`src/logic/fmc_defines.svh`:
```
`ifndef FMC_DEFINES_SVH
`define FMC_DEFINES_SVH

// ----------------------------------------
// reference clock
// ----------------------------------------
`define FMC_CLK_NS 20

// ----------------------------------------
// transmit squelch and idle
// ----------------------------------------
`define FMC_TX_ON_NS 20
`define FMC_TX_ON_CYC ((`FMC_TX_ON_NS + `FMC_CLK_NS - 1) / `FMC_CLK_NS)
`define FMC_TX_SOI_NS 180
`define FMC_TX_SOI_CYC ((`FMC_TX_SOI_NS + `FMC_CLK_NS - 1) / `FMC_CLK_NS)
`define FMC_IDLE_KHZ 1000
`define FMC_IDLE_HALF_CYC (500000 / `FMC_IDLE_KHZ / `FMC_CLK_NS)

// ----------------------------------------
// receive squelch and low light
// ----------------------------------------
`define FMC_RX_SQ_KHZ 2510
`define FMC_RX_GAP_CYC ((500000000 / (`FMC_RX_SQ_KHZ * 1000)) / `FMC_CLK_NS)
`define FMC_RX_SOI_NS 160
`define FMC_RX_SOI_CYC (`FMC_RX_SOI_NS / `FMC_CLK_NS)
`define FMC_RX_CLOSE_NEED 2
`define FMC_LL_NS 3000
`define FMC_LL_CYC (`FMC_LL_NS / `FMC_CLK_NS)

// ----------------------------------------
// collision oscillator and heartbeat test
// ----------------------------------------
`define FMC_COL_KHZ 10000
`define FMC_COL_CYC (1000000 / `FMC_COL_KHZ / `FMC_CLK_NS)
`define FMC_COL_HI_CYC (`FMC_COL_CYC - `FMC_COL_CYC / 2)
`define FMC_SQE_DLY_NS 1000
`define FMC_SQE_DLY_CYC ((`FMC_SQE_DLY_NS + `FMC_CLK_NS - 1) / `FMC_CLK_NS)
`define FMC_SQE_DUR_NS 1000
`define FMC_SQE_DUR_CYC ((`FMC_SQE_DUR_NS + `FMC_CLK_NS - 1) / `FMC_CLK_NS)

// ----------------------------------------
// long timers (ms)
// ----------------------------------------
`define FMC_JAB_MS 20
`define FMC_JAB_CYC (`FMC_JAB_MS * 1000000 / `FMC_CLK_NS)
`define FMC_UNJAB_MS 500
`define FMC_UNJAB_CYC (`FMC_UNJAB_MS * 1000000 / `FMC_CLK_NS)
`define FMC_LED_MS 16
`define FMC_LED_CYC (`FMC_LED_MS * 1000000 / `FMC_CLK_NS)
`define FMC_LCW 25

`endif

```
`src/logic/fmc_pkg.sv`:
```
package fmc_pkg;
    `include "fmc_defines.svh"

    typedef enum logic [1:0] {JB_OK, JB_ON} fmc_jab_t;
    typedef enum logic [1:0] {SQE_IDLE, SQE_WAIT, SQE_BURST} fmc_sqe_t;

    typedef struct packed {
        logic tx_act;
        logic tx_was;
        logic [7:0] tx_low;
        logic [7:0] tx_high;
        logic rx_act;
        logic rx_prev;
        logic [7:0] rx_gap;
        logic [1:0] rx_close;
        logic [5:0] idle_div;
        logic idle_ph;
        logic [2:0] col_div;
        fmc_sqe_t sqe;
        logic [5:0] sqe_cnt;
        fmc_jab_t babble_guard_led;
        logic [`FMC_LCW-1:0] jab_cnt;
        logic col_act;
        logic fiber;
        logic di;
        logic di_act;
        logic col;
        logic jab_led_n;
        logic ll_led_n;
    } fmc_state_t;
endpackage

```
`src/logic/fmc_sync.sv`:
```
`timescale 1ns/100ps
module fmc_sync #(
    parameter int W = 1
) (
    // clock and reset
    input wire logic mclk,
    input wire logic srst,
    // pins in, qualified levels out
    input wire logic [W-1:0] a,
    output logic [W-1:0] y
);
    import fmc_pkg::*;

    typedef struct packed {
        logic [W-1:0] s1;
        logic [W-1:0] s2;
        logic [W-1:0] s3;
        logic [W-1:0] y;
    } fmc_sync_t;

    fmc_sync_t r, n;

    always_comb begin
        n = r;
        n.s1 = a;
        n.s2 = r.s1;
        n.s3 = r.s2;
        // a change only counts once two settled stages agree
        for (int i = 0; i < W; i++) begin
            if (r.s2[i] == r.s3[i]) begin
                n.y[i] = r.s3[i];
            end
        end
    end

    always_ff @(posedge mclk) begin
        if (srst) begin
            r <= '0;
        end else begin
            r <= n;
        end
    end

    assign y = r.y;
endmodule // fmc_sync

```
`src/logic/fmc_stretch.sv`:
```
`timescale 1ns/100ps
`include "fmc_defines.svh"
module fmc_stretch #(
    parameter int unsigned LEN = `FMC_LED_CYC
) (
    // clock and reset
    input wire logic mclk,
    input wire logic srst,
    // event level in, active low lamp out
    input wire logic trig,
    output logic led_n
);
    import fmc_pkg::*;

    localparam logic [`FMC_LCW-1:0] LIM = `FMC_LCW'(LEN);

    typedef struct packed {
        logic [`FMC_LCW-1:0] cnt;
        logic led_n;
    } fmc_str_t;

    fmc_str_t r, n;

    always_comb begin
        n = r;
        // every new event reloads the timer, so rapid events stay lit
        if (trig) begin
            n.cnt = LIM;
        end else if (r.cnt != '0) begin
            n.cnt = r.cnt - `FMC_LCW'(1);
        end
        n.led_n = (n.cnt == '0);
    end

    always_ff @(posedge mclk) begin
        if (srst) begin
            r <= '{cnt: '0, led_n: 1'b1};
        end else begin
            r <= n;
        end
    end

    assign led_n = r.led_n;
endmodule // fmc_stretch

```
`src/logic/fmc_top.sv`:
```
// Functional notes
// - Transmit squelch ignores negative pulses under 20ns or above -250mV.
// - Transmit resquelches after DO stays positive longer than 180ns.
// - LED sinks current while DO negative, off while DO positive.
// - At most two leading transmit bits are lost.
// - Start-up delay varies by at most 200ns between close packets.
// - After transmit start of idle, fiber carries 1MHz idle.
// - At most 2.5 leading receive bits are dropped.
// - Receive squelch rejects below 2.51MHz and all input in low light.
// - Receive returns to squelch after 160ns of fiber idle.
// - Collision when transmit and receive both active, unless loopback off.
// - Collision output is 10MHz square wave, duty within 60/40.
// - With loopback enabled, DO data echoes onto DI.
// - In collision DI carries fiber data until receive idles.
// - Loopback-off strap gives full duplex, no loopback, no collision.
// - SQE test burst about 1us after each transmit, not in low light/jabber.
// - SQE test only when heartbeat strap high.
// - Transmit over 20ms disables transmitter and turns collision on.
// - After 0.5s continuous DO idle, jabber clears.
// - Fiber still carries 1MHz idle while jabber disables transmit.
// - Tx, rx, collision LEDs active low, stretched, retriggered.
// - Jabber and low-light LEDs active low, unstretched.
// - Low-light LED low only with input low and transitions under 3us.
// - Stretched LED pulses last 8 to 32ms, nominally 16.
// - SQE burst starts 0.6 to 1.6us after transmit inactive.
`timescale 1ns/100ps
`include "fmc_defines.svh"
module fmc_top #(
    parameter int unsigned JAB_CYC = `FMC_JAB_CYC,
    parameter int unsigned UNJAB_CYC = `FMC_UNJAB_CYC,
    parameter int unsigned LED_CYC = `FMC_LED_CYC
) (
    // clock and reset
    input wire logic mclk,
    input wire logic srst,
    // attachment unit side
    input wire logic do_neg_in,
    output logic di_data_out,
    output logic di_active_out,
    output logic col_out,
    // fiber side
    output logic fiber_led_sink_out,
    input wire logic fiber_receive_in,
    input wire logic low_light_detect_in,
    // straps
    input wire logic loopback_off_strap,
    input wire logic heartbeat_test_strap,
    // status lamps
    output logic transmit_led_n,
    output logic receive_led_n,
    output logic collision_led_n,
    output logic babble_guard_led_n,
    output logic low_light_led_n
);
    import fmc_pkg::*;

    // ----------------------------------------
    // limits at counter width
    // ----------------------------------------
    localparam logic [7:0] TX_ON = 8'(`FMC_TX_ON_CYC);
    localparam logic [7:0] TX_SOI = 8'(`FMC_TX_SOI_CYC);
    localparam logic [7:0] RX_GAP = 8'(`FMC_RX_GAP_CYC);
    localparam logic [7:0] RX_SOI = 8'(`FMC_RX_SOI_CYC);
    localparam logic [7:0] LL_LIM = 8'(`FMC_LL_CYC);
    localparam logic [1:0] RX_NEED = 2'(`FMC_RX_CLOSE_NEED);
    localparam logic [5:0] IDLE_HALF = 6'(`FMC_IDLE_HALF_CYC);
    localparam logic [2:0] COL_LAST = 3'(`FMC_COL_CYC - 1);
    localparam logic [2:0] COL_HI = 3'(`FMC_COL_HI_CYC);
    localparam logic [5:0] SQE_DLY = 6'(`FMC_SQE_DLY_CYC);
    localparam logic [5:0] SQE_DUR = 6'(`FMC_SQE_DUR_CYC);
    localparam logic [`FMC_LCW-1:0] JAB_LIM = `FMC_LCW'(JAB_CYC);
    localparam logic [`FMC_LCW-1:0] UNJAB_LIM = `FMC_LCW'(UNJAB_CYC);

    // ----------------------------------------
    // helpers
    // ----------------------------------------
    function automatic logic [7:0] sat_inc8(input logic [7:0] v);
        sat_inc8 = (v == 8'hFF) ? v : v + 8'h01;
    endfunction

    // ----------------------------------------
    // pin qualification
    // ----------------------------------------
    logic [4:0] pins_s;
    logic do_s;
    logic rx_s;
    logic lld_s;
    logic lbo_s;
    logic hbt_s;

    fmc_sync #(.W(5)) u_sync (
        .mclk(mclk),
        .srst(srst),
        .a({do_neg_in, fiber_receive_in, low_light_detect_in,
            loopback_off_strap, heartbeat_test_strap}),
        .y(pins_s)
    );

    assign {do_s, rx_s, lld_s, lbo_s, hbt_s} = pins_s;

    // ----------------------------------------
    // main state
    // ----------------------------------------
    fmc_state_t r, n;
    logic rx_edge;
    logic tx_en;
    logic tx_end;
    logic collide;
    logic col_on;

    always_comb begin
        n = r;
        rx_edge = rx_s ^ r.rx_prev;
        tx_en = (r.babble_guard_led == JB_OK);
        tx_end = r.tx_was & ~r.tx_act;
        // loopback off means no collision detection at all
        collide = r.tx_act & r.rx_act & ~lbo_s;
        col_on = collide | (r.sqe == SQE_BURST) | ~tx_en;

        // transmit squelch: run lengths of negative and positive DO
        n.tx_was = r.tx_act;
        if (do_s) begin
            n.tx_low = sat_inc8(r.tx_low);
            n.tx_high = 8'h00;
        end else begin
            n.tx_low = 8'h00;
            n.tx_high = sat_inc8(r.tx_high);
        end
        // do_neg_in is the -250mV comparator; one-sample blips are noise
        if (!r.tx_act && n.tx_low > TX_ON) begin
            n.tx_act = 1'b1;
        end
        if (r.tx_act && n.tx_high > TX_SOI) begin
            n.tx_act = 1'b0;
        end

        // receive squelch: gaps between fiber transitions
        n.rx_prev = rx_s;
        if (rx_edge) begin
            n.rx_gap = 8'h00;
            if (r.rx_gap <= RX_GAP) begin
                n.rx_close = (r.rx_close == RX_NEED) ? r.rx_close
                                                     : r.rx_close + 2'h1;
            end else begin
                n.rx_close = 2'h0;
            end
        end else begin
            n.rx_gap = sat_inc8(r.rx_gap);
        end
        // edges seen in low light must not count once light returns
        if (lld_s) begin
            n.rx_close = 2'h0;
        end
        if (!r.rx_act && n.rx_close == RX_NEED && !lld_s) begin
            n.rx_act = 1'b1;
        end
        if (r.rx_act && (r.rx_gap > RX_SOI || lld_s)) begin
            n.rx_act = 1'b0;
            n.rx_close = 2'h0;
        end

        // free running dividers: idle tone and collision tone
        if (r.idle_div == IDLE_HALF - 6'h01) begin
            n.idle_div = 6'h00;
            n.idle_ph = ~r.idle_ph;
        end else begin
            n.idle_div = r.idle_div + 6'h01;
        end
        n.col_div = (r.col_div == COL_LAST) ? 3'h0 : r.col_div + 3'h1;

        // jabber watchdog and unjab timer share one counter
        unique case (r.babble_guard_led)
            JB_OK: begin
                if (r.tx_act) begin
                    n.jab_cnt = r.jab_cnt + `FMC_LCW'(1);
                    if (r.jab_cnt >= JAB_LIM - `FMC_LCW'(1)) begin
                        n.babble_guard_led = JB_ON;
                        n.jab_cnt = '0;
                    end
                end else begin
                    n.jab_cnt = '0;
                end
            end
            JB_ON: begin
                // any transmit activity restarts the idle count
                if (r.tx_act) begin
                    n.jab_cnt = '0;
                end else if (r.jab_cnt >= UNJAB_LIM - `FMC_LCW'(1)) begin
                    n.babble_guard_led = JB_OK;
                    n.jab_cnt = '0;
                end else begin
                    n.jab_cnt = r.jab_cnt + `FMC_LCW'(1);
                end
            end
            default: begin
                n.babble_guard_led = JB_OK;
                n.jab_cnt = '0;
            end
        endcase

        // heartbeat test after each packet end
        unique case (r.sqe)
            SQE_IDLE: begin
                n.sqe_cnt = 6'h00;
                if (tx_end && hbt_s && !lld_s && tx_en) begin
                    n.sqe = SQE_WAIT;
                end
            end
            SQE_WAIT: begin
                n.sqe_cnt = r.sqe_cnt + 6'h01;
                if (!tx_en || lld_s || !hbt_s) begin
                    n.sqe = SQE_IDLE;
                end else if (r.sqe_cnt == SQE_DLY - 6'h01) begin
                    n.sqe = SQE_BURST;
                    n.sqe_cnt = 6'h00;
                end
            end
            SQE_BURST: begin
                n.sqe_cnt = r.sqe_cnt + 6'h01;
                if (r.sqe_cnt == SQE_DUR - 6'h01) begin
                    n.sqe = SQE_IDLE;
                end
            end
            default: begin
                n.sqe = SQE_IDLE;
                n.sqe_cnt = 6'h00;
            end
        endcase

        // collision pair: 3 high, 2 low of a 100ns period
        n.col_act = col_on;
        n.col = col_on & (r.col_div < COL_HI);

        // fiber LED: data while transmitting, idle tone otherwise
        if (r.tx_act && tx_en) begin
            n.fiber = do_s;
        end else begin
            n.fiber = r.idle_ph;
        end

        // receive pair: fiber data wins, so a collision shows fiber data
        if (r.rx_act) begin
            n.di = rx_s;
            n.di_act = 1'b1;
        end else if (r.tx_act && !lbo_s) begin
            n.di = do_s;
            n.di_act = 1'b1;
        end else begin
            n.di = 1'b0;
            n.di_act = 1'b0;
        end

        // direct lamps
        n.jab_led_n = tx_en;
        n.ll_led_n = ~(~lld_s & (r.rx_gap < LL_LIM));
    end

    always_ff @(posedge mclk) begin
        if (srst) begin
            r <= '0;
            r.babble_guard_led <= JB_OK;
            r.sqe <= SQE_IDLE;
            r.jab_led_n <= 1'b1;
            r.ll_led_n <= 1'b1;
            r.rx_gap <= 8'hFF;
            r.tx_high <= 8'hFF;
        end else begin
            r <= n;
        end
    end

    // ----------------------------------------
    // stretched lamps
    // ----------------------------------------
    fmc_stretch #(.LEN(LED_CYC)) u_tx_led (
        .mclk(mclk),
        .srst(srst),
        .trig(r.tx_act),
        .led_n(transmit_led_n)
    );

    fmc_stretch #(.LEN(LED_CYC)) u_rx_led (
        .mclk(mclk),
        .srst(srst),
        .trig(r.rx_act),
        .led_n(receive_led_n)
    );

    fmc_stretch #(.LEN(LED_CYC)) u_col_led (
        .mclk(mclk),
        .srst(srst),
        .trig(r.col_act),
        .led_n(collision_led_n)
    );

    // ----------------------------------------
    // outputs
    // ----------------------------------------
    assign fiber_led_sink_out = r.fiber;
    assign di_data_out = r.di;
    assign di_active_out = r.di_act;
    assign col_out = r.col;
    assign babble_guard_led_n = r.jab_led_n;
    assign low_light_led_n = r.ll_led_n;
endmodule // fmc_top

```
`config.mk`:
```
export PLATFORM = sky130hd
export DESIGN_NAME = fmc_top
export DESIGN_NICKNAME = d
export VERILOG_FILES = /design/src/logic/fmc_pkg.sv /design/src/logic/fmc_sync.sv /design/src/logic/fmc_stretch.sv /design/src/logic/fmc_top.sv
export VERILOG_INCLUDE_DIRS = /design/src /design/src/logic
export SDC_FILE = /design/constraint.sdc
export NUM_CORES = 1
export LEC_CHECK = 0
export ABC_AREA = 1
export BUFFER_PORTS_ARGS = -buffer_cell sky130_fd_sc_hd__buf_4
export CORE_ASPECT_RATIO = 1.2
export CORE_UTILIZATION = 60
export DETAILED_ROUTE_END_ITERATION = 16
export PLACE_DENSITY = 0.82
export SLEW_MARGIN = 20
export SYNTH_ARGS = -nofsm -noshare
export SYNTH_HDL_FRONTEND = slang
export SYNTH_SLANG_ARGS = --single-unit
```
`constraint.sdc`:
```
create_clock -name mclk -period 5.3 [get_ports mclk]
set_clock_uncertainty 0.15 [all_clocks]
set_input_delay 0.795 -clock mclk [delete_from_list [all_inputs] [get_ports mclk]]
set_output_delay 0.795 -clock mclk [all_outputs]
set_load 0.005 [all_outputs]
```
==> out/metrics.yaml, run 1 <==
timing:
  slew_viol_final: 0
  fmax_mhz: 376
  setup_viol: 0
  max_slew_margin: 0.272
  fin_ws_ns: 2.64
  finalHoldViolations: 0
  finalCriticalPeriod_ns: 2.66
  post-route-period-util: 0.502
  tightest_slew_ns: 1.09
  finalSetupTns_ns: 0
  rsz0062_at_grt: "false"
global_route:
  grt.overflow.total: 0
  grt_pass1_vias: 8573
  gr-usage-all-layers: 0.275
  grt_max_degree: 89
  grt_pass1_wl_um: 38100
  grt_antenna_before_repair: 0
layout:
  finalInstanceArea_sq_mm: 0.0106
  multi_input_area_sq_mm: 0.00537
  final_nets: 1489
  regArea_sq_mm: 0.00358
  num-fill-cells: 1425
  drive_gt1_frac: 0.0791
  antenna_cells: 0
  area_growth_pct: 8.01
  final_util: 0.671
routing:
  first_pass_iters: 5
  routed_via_density: 5.46
  wl_per_cell_um: 13.2
  route.detailed.drc: 0
  postRouteAntennaNets: 0
  drt-total-wl_um: 22300
  vias: 9217
  drt_iter0_markers: 649
cts:
  clkSlewWorstSetupHoldPaths_ns: 0.07
  hold_buffers: 0
  ctsLongestPathBuffers: 2
  cts_resized: 0
  post_cts_buffers: 0
  cts.sinks: 179
  cts_tree: "done"
  clkLatencyLatePin_ns: 0.44
  cts_made_buffers: 17
  cts-htree-levels: 4
  cts_root_buf: "clkbuf_16"
floorplanning:
  rows: 50
  die_x_um: 119
  io_pins: 16
  die_area_sq_mm: 0.0168
  core_area_sq_mm: 0.0158
  start_util: 0.621
  die_y_um: 142
yosys:
  syn_area_per_cell_sq_um: 6.67
  synth_seq_cells: 179
  synthDistinctLibCells: 51
  async_flop_share: 0
  synth_edf_count: 0
  netlist_instances: 1469
  synth_flop_cell: "dfxtp_1"
  ys_top_cells_by_area: "dfxtp_1, nand2_1, nor2_1, nand3_1, inv_1"
  ys_warn_count: 0
  yosysTopAreaCellShare: 0.366
  yosysTopAreaCell: "dfxtp_1"
  ys_top_cells_by_count: "nand2_1, nor2_1, dfxtp_1, inv_1, nand3_1"
  synth_most_common_cell: "nand2_1"
  seq_area_frac_synth: 0.366
  syn-num-nets: 1492
  syn_area_sq_mm: 0.00979
critical_path:
  crit_start: "r[7]"
  startpoint_type: "flip-flop"
  worst_setup_path_end_kind: "flip-flop"
  crit_required_ns: 5.49
  worstPathArrival_ns: 2.85
  cp_max_fo: 24
  crit_type: "reg -> reg"
  timing.rr.start: "r[7]"
pwr:
  p_per_area_mw_per_mm2: 666
  vdd.ir_drop.worst_mv: 0.377
  total_power_mw: 7.05
  leakage_nw: 4.79
place:
  place_ws_ns: 2.21
  gp_congestion: 0.973
  port_buffers: 15
  dpl.hpwl_um: 15600
  place_area_sq_mm: 0.00996
run_status:
  status: "finished clean"
min_path:
  min_from: "u_sync.n[10]"
  hold_path.class: "reg -> reg"
job:
  maxCapViolCount: 0
-- registers in the layout, indices dropped and copies added (netlist names), 5 cells and up --
signal,flops
r,74
u_col_led.r,25
u_rx_led.r,25
u_sync.n,10
u_sync.r,5
u_sync.y,5
u_tx_led.r,25
-- power breakdown --
part | total [mW] | switching [mW] | internal [mW]
Sequential | 1.90 | 0.273 | 1.63
Combinational | 3.83 | 2.54 | 1.29
Clock | 1.31 | 0.595 | 0.720
Total | 7.05 | 3.41 | 3.63
-- logic make-up (layout without fill, tap and decap cells) --
| group | Yosys count | after routing | share of synthesized area |
|---|---|---|---|
| DFF | 179 | 179 | 0.366 |
| xor gates and xnor gates | 28 | 28 | 0.0250 |
| and+or+nand+nor | 900 | 900 | 0.419 |
| buffers and inverters | 203 | 213 | 0.0862 |
| adders and majority gates | 16 | 16 | 0.0204 |
| AOI/OAI and AO/OA | 143 | 143 | 0.0837 |
-- metal layers --
metal | vias up | part of all wire | track usage
li1 | 4743 | - | -
met5 | - | 0 | 0
met2 | 249 | 0.50 | 0.488
met1 | 4151 | 0.43 | 0.323
met4 | 0 | 0.037 | 0.132
met3 | 74 | 0.041 | 0.0453
-- cell type report --
| type | instances | area share |
|---|---|---|
| clock inverter | 15 | 0.0181 |
| clock buffer | 17 | 0.0402 |
| timing repair buffer | 18 | 0.0128 |
| inverter | 163 | 0.0583 |
| tap | 208 | 0.0246 |
| multi-input combinational | 1087 | 0.507 |
| sequential | 179 | 0.339 |
-- final timing paths --
path,to,cells after the start,slack [ns]
max,r[18],8,2.64
max reg2reg,r[18],8,2.64
min,u_sync.n[5],2,0.25
min reg2reg,u_sync.n[5],2,0.25
-- layout by cell type, fill, tap and decap left out, drive strengths merged, types with 5 or more instances in the layout --
cell	synthesis	layout
nand2	348	348
nor2	301	301
dfxtp	179	179
inv	159	166
nand3	143	143
a21oi	63	63
o21ai	42	42
nand4	35	35
nor3	26	26
nand3b	23	23
xor2	19	19
buf	20	18
clkbuf	20	17
ha	16	16
nor4	11	11
o211ai	11	11
xnor2	9	9
clkinv	4	8
or2	7	7
a31oi	5	5
a211oi	5	5
-- worst max-delay path: stages (launching register included) --
cell	delay, ns
dfxtp_1	0.34
ha_1	0.21
nand2_1	0.10
nor2_1	0.06
nand3_1	0.20
nor2_1	0.10
nand4_1	0.14
nand4_1	0.84
a21oi_1	0.41
-- stage by stage --
stage	hold WS (ns)	std cells
final	0.252	1687
after global routing	0.272	1687
after CTS	0.255	1687
after detailed placement	0.245	1655
after global placement	0.240	1655
after floorplan	0.238	1469
Note: power is estimated with default switching activity, not from simulation.
==> run 2: changes to the inputs <==
--- a/config.mk
+++ b/config.mk
@@ -6,7 +6,7 @@
 export SDC_FILE = /design/constraint.sdc
 export NUM_CORES = 1
 export LEC_CHECK = 0
-export ABC_AREA = 1
+export ABC_AREA = 0
 export BUFFER_PORTS_ARGS = -buffer_cell sky130_fd_sc_hd__buf_4
 export CORE_ASPECT_RATIO = 1.2
 export CORE_UTILIZATION = 60
==> constraint.sdc (replaced) <==
create_clock -name mclk -period 2.7 [get_ports mclk]
set_clock_uncertainty 0.15 [all_clocks]
set_input_delay 0.405 -clock mclk [delete_from_list [all_inputs] [get_ports mclk]]
set_output_delay 0.405 -clock mclk [all_outputs]
set_load 0.005 [all_outputs]
==> out/metrics.yaml, run 2 <==
pwr:
  p_per_area_mw_per_mm2: 1240
  power_frac_clock: 0.199
  total_power_mw: 12.3
  swShare: 0.401
  leakage_nw: 3.81
  combPwrFrac: 0.508
  p_seq_frac: 0.293
  p_switching_mw: 4.96
  vdd.ir_drop.worst_mv: 0.992
  p_int_mw: 7.39
floorplanning:
  start_util: 0.613
  die_x_um: 110
  rows: 47
  die_y_um: 132
  core_area_sq_mm: 0.0137
  die_area_sq_mm: 0.0145
  io_pins: 16
global_route:
  grt_pass1_vias: 7067
  gr-usage-all-layers: 0.264
  grt.overflow.total: 0
  grt_antenna_before_repair: 0
  grt_max_degree: 33
  grt_pass1_wl_um: 30800
yosys:
  synthDistinctLibCells: 74
  synth_xor_area_frac: 0.0907
  synth_seq_cells: 179
  synth_top_family_by_area: "simple AND/OR/NAND/NOR gates"
  ys_top_cells_by_count: "dfxtp_1, nor2_1, nand2_1, a21oi_1, xnor2_1"
  netlist_instances: 1007
  synth_most_common_cell: "dfxtp_1"
  synth_compound_area_frac: 0.125
  yosys.area_share.adder: 0.0238
  ys_warn_count: 0
  ys_top_cells_by_area: "dfxtp_1, nor2_1, xnor2_1, xor2_1, a21oi_1"
  muxShareOfSynthArea: 0.0112
  synth_flop_cell: "dfxtp_1"
  synth_edf_count: 0
  seq_area_frac_synth: 0.427
  syn-num-nets: 1030
  synth-simple-area-share: 0.289
  yosysTopAreaCell: "dfxtp_1"
  syn_area_sq_mm: 0.00840
  async_flop_share: 0
  yosysTopAreaCellShare: 0.427
  syn_area_per_cell_sq_um: 8.34
layout:
  final_nets: 1099
  num-fill-cells: 1025
  antenna_cells: 0
  area_growth_pct: 18.5
  drive_gt1_frac: 0.158
  largest_reg_flops: 74
  layout_common_cells: "dfxtp_1, nor2_1, buf_4"
  regMostFlops: "r"
  final_common_cell: "dfxtp_1"
timing:
  tightest_slew_ns: 0.901
  fin_ws_ns: -0.102
  fmax_mhz: 357
  finalCriticalPeriod_ns: 2.80
  finalHoldViolations: 0
  setup_viol: 1
  rsz0062_at_grt: "true"
  slew_viol_final: 0
  post-route-period-util: 1.04
  max_slew_margin: 0.395
critical_path:
  crit_type: "reg -> reg"
  path_common_cell: "or3_4"
  r2r-end: "u_col_led.led_n"
  rrSetupSlack_ns: -0.10
  crit_chain: "inv_2, ha_4, or3b_4, or3_4, buf_6, or3_4, a31oi_1, nand2_1, o41ai_2"
  crit_required_ns: 2.89
  reg2regPathDepth: 9
  worst_setup_path_end_kind: "flip-flop"
  cp_slowest_stage_delay_ns: 0.39
  cp_slowest_cell: "or3b_4"
  worstPathArrival_ns: 2.99
  startpoint_type: "flip-flop"
  cp_max_fo: 5
  timing.rr.start: "u_col_led.r[2]"
run_status:
  violations: "setup timing"
  status: "complete, but fails checks"
min_path:
  hold_path.class: "in -> reg"
  min_from: "low_light_detect_in"
  hold_end: "u_sync.n[12]"
  worstHoldPathCells: 2
routing:
  drt-total-wl_um: 18800
  first_pass_iters: 5
  wl_per_cell_um: 14.9
  vias: 7465
  drt_iter0_markers: 543
  postRouteAntennaNets: 0
  routed_via_density: 5.92
  route.detailed.drc: 0
cts:
  cts_made_buffers: 17
  clkSlewWorstSetupHoldPaths_ns: 0.07
  cts.sinks: 179
  clkLatencyLatePin_ns: 0.43
  hold_buffers: 0
  cts_root_buf: "clkbuf_16"
  cts_tree: "done"
  ctsLongestPathBuffers: 2
  cts-htree-levels: 4
place:
  dpl.hpwl_um: 12200
  place_ws_ns: -0.146
  port_buffers: 15
  gp_congestion: 0.945
job:
  maxCapViolCount: 0
[run 2: cell count changes after synthesis, sizes merged, moves of 16 or more]
cell,delta
or3,+19
xnor2,+42
inv,-128
nor3,+17
nor2b,+27
nor2,-132
nand4,-22
nor4,+16
nand3,-108
xor2,+17
nand2,-272
[run 2: layer usage]
metal  GRT usage  vias to the layer above  share of wire
met3      0.0466                       64          0.042
met2       0.455                      211           0.50
li1            -                     3682              -
met1       0.311                     3508           0.42
met5           0                        -              0
met4       0.121                        0          0.033
[run 2: worst max-delay path: cells and delay by family, from the launching register on]
family,cells,cell delay [ns]
AND/OR/NAND/NOR,4,1.24
AO/OA/AOI/OAI,2,0.67
flip-flops,1,0.32
buffers and inverters,2,0.21
adder cells (fa/ha/maj),1,0.13
[run 2: how the worst max path moves through the flow]
stage / startpoint / end / slack [ns]
2_1_floorplan: u_col_led.r[1] / u_col_led.led_n / -0.17
3_3_place_gp: u_col_led.r[1] / u_col_led.led_n / -0.06
3_5_place_dp: u_col_led.r[2] / u_col_led.led_n / -0.15
4_1_cts: u_col_led.r[2] / u_col_led.led_n / -0.09
5_1_grt: u_col_led.r[2] / u_col_led.led_n / -0.21
6_report: u_col_led.r[2] / u_col_led.led_n / -0.10
[run 2: power groups by stage]
| stage | Sequential, mW | Clock, mW | Combinational, mW |
|---|---|---|---|
| 6_report | 3.61 | 2.46 | 6.28 |
| 5_1_grt | 3.67 | 2.61 | 6.86 |
| 4_1_cts | 3.57 | 2.49 | 5.71 |
| 3_5_place_dp | 3.61 | 0 | 5.46 |
| 3_3_place_gp | 3.61 | 0 | 5.36 |
| 2_1_floorplan | 3.53 | 0 | 3.93 |
[run 2: logic make-up (layout without fill, tap and decap cells)]
| group | count (synthesis) | in the layout |
|---|---|---|
| compound gates | 163 | 163 |
| xor+xnor | 87 | 87 |
| fa+ha+maj | 16 | 16 |
| buf+inv | 70 | 152 |
| flops | 179 | 179 |
| mux | 9 | 9 |
| simple gates | 483 | 483 |
[run 2: cell type report]
| type | count | area (sq um) | share of cell area |
|---|---|---|---|
| multi-input cells | 758 | 4770 | 0.479 |
| clock buffers | 18 | 439 | 0.0442 |
| clock inverters | 14 | 153 | 0.0153 |
| repair buffers | 86 | 661 | 0.0664 |
| inverters | 34 | 128 | 0.0128 |
| flip-flops and latches | 179 | 3590 | 0.361 |
| well taps | 171 | 214 | 0.0215 |
[run 2: metrics by stage]
step / util / setup TNS [ns] / hold slack [ns] / instance area (sq um) / std cells
floorplan: - / -0.172 / 0.257 / 8430 / 1007
detailed placement: 0.663 / -0.211 / 0.276 / 9080 / 1221
global route: 0.726 / -0.301 / 0.0484 / 9950 / 1260
finish: 0.726 / -0.102 / 0.0314 / 9950 / 1260
global placement: 0.663 / -0.0648 / 0.268 / 9080 / 1221
CTS: 0.712 / -0.0886 / 0.0244 / 9760 / 1258
[run 2: repair_timing]
item	4_1_cts	5_1_grt
buffers inserted	5	3
setup endpoints to repair	3	8
resized for setup	12	35
pin swaps	7	7
==> run 3: changes to the inputs <==
--- a/config.mk
+++ b/config.mk
@@ -7,12 +7,13 @@
 export NUM_CORES = 1
 export LEC_CHECK = 0
 export ABC_AREA = 0
-export BUFFER_PORTS_ARGS = -buffer_cell sky130_fd_sc_hd__buf_4
 export CORE_ASPECT_RATIO = 1.2
 export CORE_UTILIZATION = 60
 export DETAILED_ROUTE_END_ITERATION = 16
-export PLACE_DENSITY = 0.82
+export DONT_BUFFER_PORTS = 1
+export PLACE_DENSITY = 0.81
 export SLEW_MARGIN = 20
 export SYNTH_ARGS = -nofsm -noshare
 export SYNTH_HDL_FRONTEND = slang
+export SYNTH_HIERARCHICAL = 1
 export SYNTH_SLANG_ARGS = --single-unit
==> out/metrics.yaml, run 3 <==
critical_path:
  path_delay_family: "simple AND/OR/NAND/NOR gates"
  crit_type: "reg -> reg"
  worst_setup_path_end_kind: "flip-flop"
  startpoint_type: "flip-flop"
  path_common_cell: "nand4_1"
  cp_max_fo: 6
  worstPathArrival_ns: 2.82
  crit_chain: "or4_4, nor2_1, nand4_1, buf_4, mux2_2, and4_1, nand4_1, o21ai_1"
  cp_slowest_cell: "or4_4"
  crit_required_ns: 2.85
  worst-path-buf-inv: 1
  cp_slowest_stage_delay_ns: 0.59
yosys:
  seq_area_frac_synth: 0.396
  synth_flop_cell: "dfxtp_1"
  yosysTopAreaCell: "dfxtp_1"
  syn-num-nets: 1040
  synth_seq_cells: 179
  syn_area_per_cell_sq_um: 8.91
  ys_top_cells_by_count: "dfxtp_1, nor2_1, nand2_1, xnor2_1, a21oi_1"
  yosysTopAreaCellShare: 0.396
  syn_area_sq_mm: 0.00906
  ys_warn_count: 6
  netlist_instances: 1017
  async_flop_share: 0
  synthDistinctLibCells: 82
  synth_most_common_cell: "dfxtp_1"
  synth_edf_count: 0
  ys_top_cells_by_area: "dfxtp_1, nor2_1, xnor2_1, xor2_1, a21oi_2"
timing:
  slew_viol_final: 0
  finalCriticalPeriod_ns: 2.67
  fin_ws_ns: 0.0310
  tightest_slew_ns: 0.634
  finalHoldViolations: 0
  fmax_mhz: 375
  max_slew_margin: 0.575
  fin_hold_ws_ns: 0.0224
  post-route-period-util: 0.989
  setup_viol: 0
layout:
  area_growth_pct: 12.6
  finalInstanceArea_sq_mm: 0.0102
  drive_gt1_frac: 0.171
  antenna_cells: 0
  final_nets: 1070
  largest_reg_flops: 74
  num-fill-cells: 1144
  layout_common_cells: "dfxtp_1, nor2_1, nand2_1"
  final_common_cell: "dfxtp_1"
  regMostFlops: "r"
floorplanning:
  die_x_um: 114
  core_area_sq_mm: 0.0146
  die_y_um: 137
  start_util: 0.621
  rows: 48
  io_pins: 16
  die_area_sq_mm: 0.0156
place:
  place_ws_ns: 0.0342
  port_buffers: 0
  place_area_sq_mm: 0.00940
  dpl.hpwl_um: 13200
  gp_congestion: 0.923
cts:
  cts-htree-levels: 4
  cts_tree: "done"
  cts_made_buffers: 17
  clkLatencyLatePin_ns: 0.43
  clkSlewWorstSetupHoldPaths_ns: 0.06
  cts_root_buf: "clkbuf_16"
  cts.sinks: 179
  ctsLongestPathBuffers: 2
  post_cts_buffers: 0
routing:
  drt_iter0_markers: 624
  wl_per_cell_um: 15.7
  drt-total-wl_um: 19700
  routed_via_density: 6.12
  route.detailed.drc: 0
  first_pass_iters: 5
  vias: 7705
  postRouteAntennaNets: 0
global_route:
  grt_antenna_before_repair: 0
  grt.overflow.total: 0
  grt_pass1_vias: 7129
  grt_pass1_wl_um: 32400
  gr-usage-all-layers: 0.259
  grt_max_degree: 50
run_status:
  status: "finished clean"
job:
  maxCapViolCount: 0
pwr:
  vdd.ir_drop.worst_mv: 0.709
  leakage_nw: 3.79
  total_power_mw: 12.7
  p_per_area_mw_per_mm2: 1250
min_path:
  hold_path.class: "in -> reg"
==> run 3: changes by cell type in the layout (fill, tap and decap cells not counted), moves of 9 or more <==
cell | previous run | this run
or4_4 | 0 | 10
a21oi_1 | 56 | 39
buf_4 | 82 | 45
and2_1 | 3 | 12
nor2_1 | 167 | 127
nor2b_1 | 27 | 7
or4_1 | 11 | 20
a21oi_2 | 3 | 25
nand2_1 | 76 | 50
nor2b_2 | 0 | 15
==> run 3: path summary, 6_finish.rpt <==
check	from	endpoint	slack (ns)	cells past startpoint
max reg2reg	u_tx_led/r[17]	u_tx_led/led_n	0.03	8
min	srst	u_rx_led/r[25]	0.02	2
max	u_tx_led/r[17]	u_tx_led/led_n	0.03	8
min reg2reg	u_sync/n[11]	u_sync/n[6]	0.29	1
==> run 3: where the power goes <==
part | leakage (nW) | switching (mW) | internal (mW)
sequential | 1.46 | 0.657 | 3.19
clock | 0.306 | 0.985 | 1.55
combinational | 2.03 | 3.43 | 2.95
total | 3.79 | 5.07 | 7.68
==> run 3: what timing repair did <==
action	CTS	global route
hold buffers	7	0
hold endpoints to repair	49	0
resized for setup	0	23
setup endpoints to repair	0	6
==> run 3: cell families (layout without fill, tap and decap cells) <==
family | count (synthesis) | count (layout) | share of synthesized area
buffers and inverters | 74 | 116 | 0.0412
AND/OR/NAND/NOR | 456 | 456 | 0.293
AO/OA/AOI/OAI | 208 | 208 | 0.165
multiplexers | 7 | 7 | 0.00870
XOR/XNOR | 77 | 77 | 0.0745
flip-flops | 179 | 179 | 0.396
adder cells (fa/ha/maj) | 16 | 16 | 0.0221
==> run 3: final cells by class <==
type | count | area (sq um) | area share
inverters | 33 | 124 | 0.0121
flip-flops and latches | 179 | 3580 | 0.351
multi-input cells | 764 | 5200 | 0.510
well taps | 200 | 250 | 0.0245
clock buffers | 22 | 484 | 0.0475
clock inverters | 9 | 128 | 0.0125
repair buffers | 52 | 425 | 0.0417
==> run 3: metrics by stage <==
| step | instances | setup TNS (ns) | util |
|---|---|---|---|
| final | 1259 | 0 | 0.699 |
| after global routing | 1259 | -0.00832 | 0.699 |
| after CTS | 1259 | 0 | 0.692 |
| after detailed placement | 1221 | 0 | 0.644 |
| after global placement | 1221 | 0 | 0.644 |
| after floorplan | 1017 | 0 | - |
==> run 3: metal layers <==
layer | up-vias | part of all wire | track usage
li1 | 3777 | - | -
met1 | 3634 | 0.43 | 0.309
met2 | 239 | 0.50 | 0.453
met3 | 55 | 0.044 | 0.0412
met4 | 0 | 0.030 | 0.122
met5 | - | 0 | 0
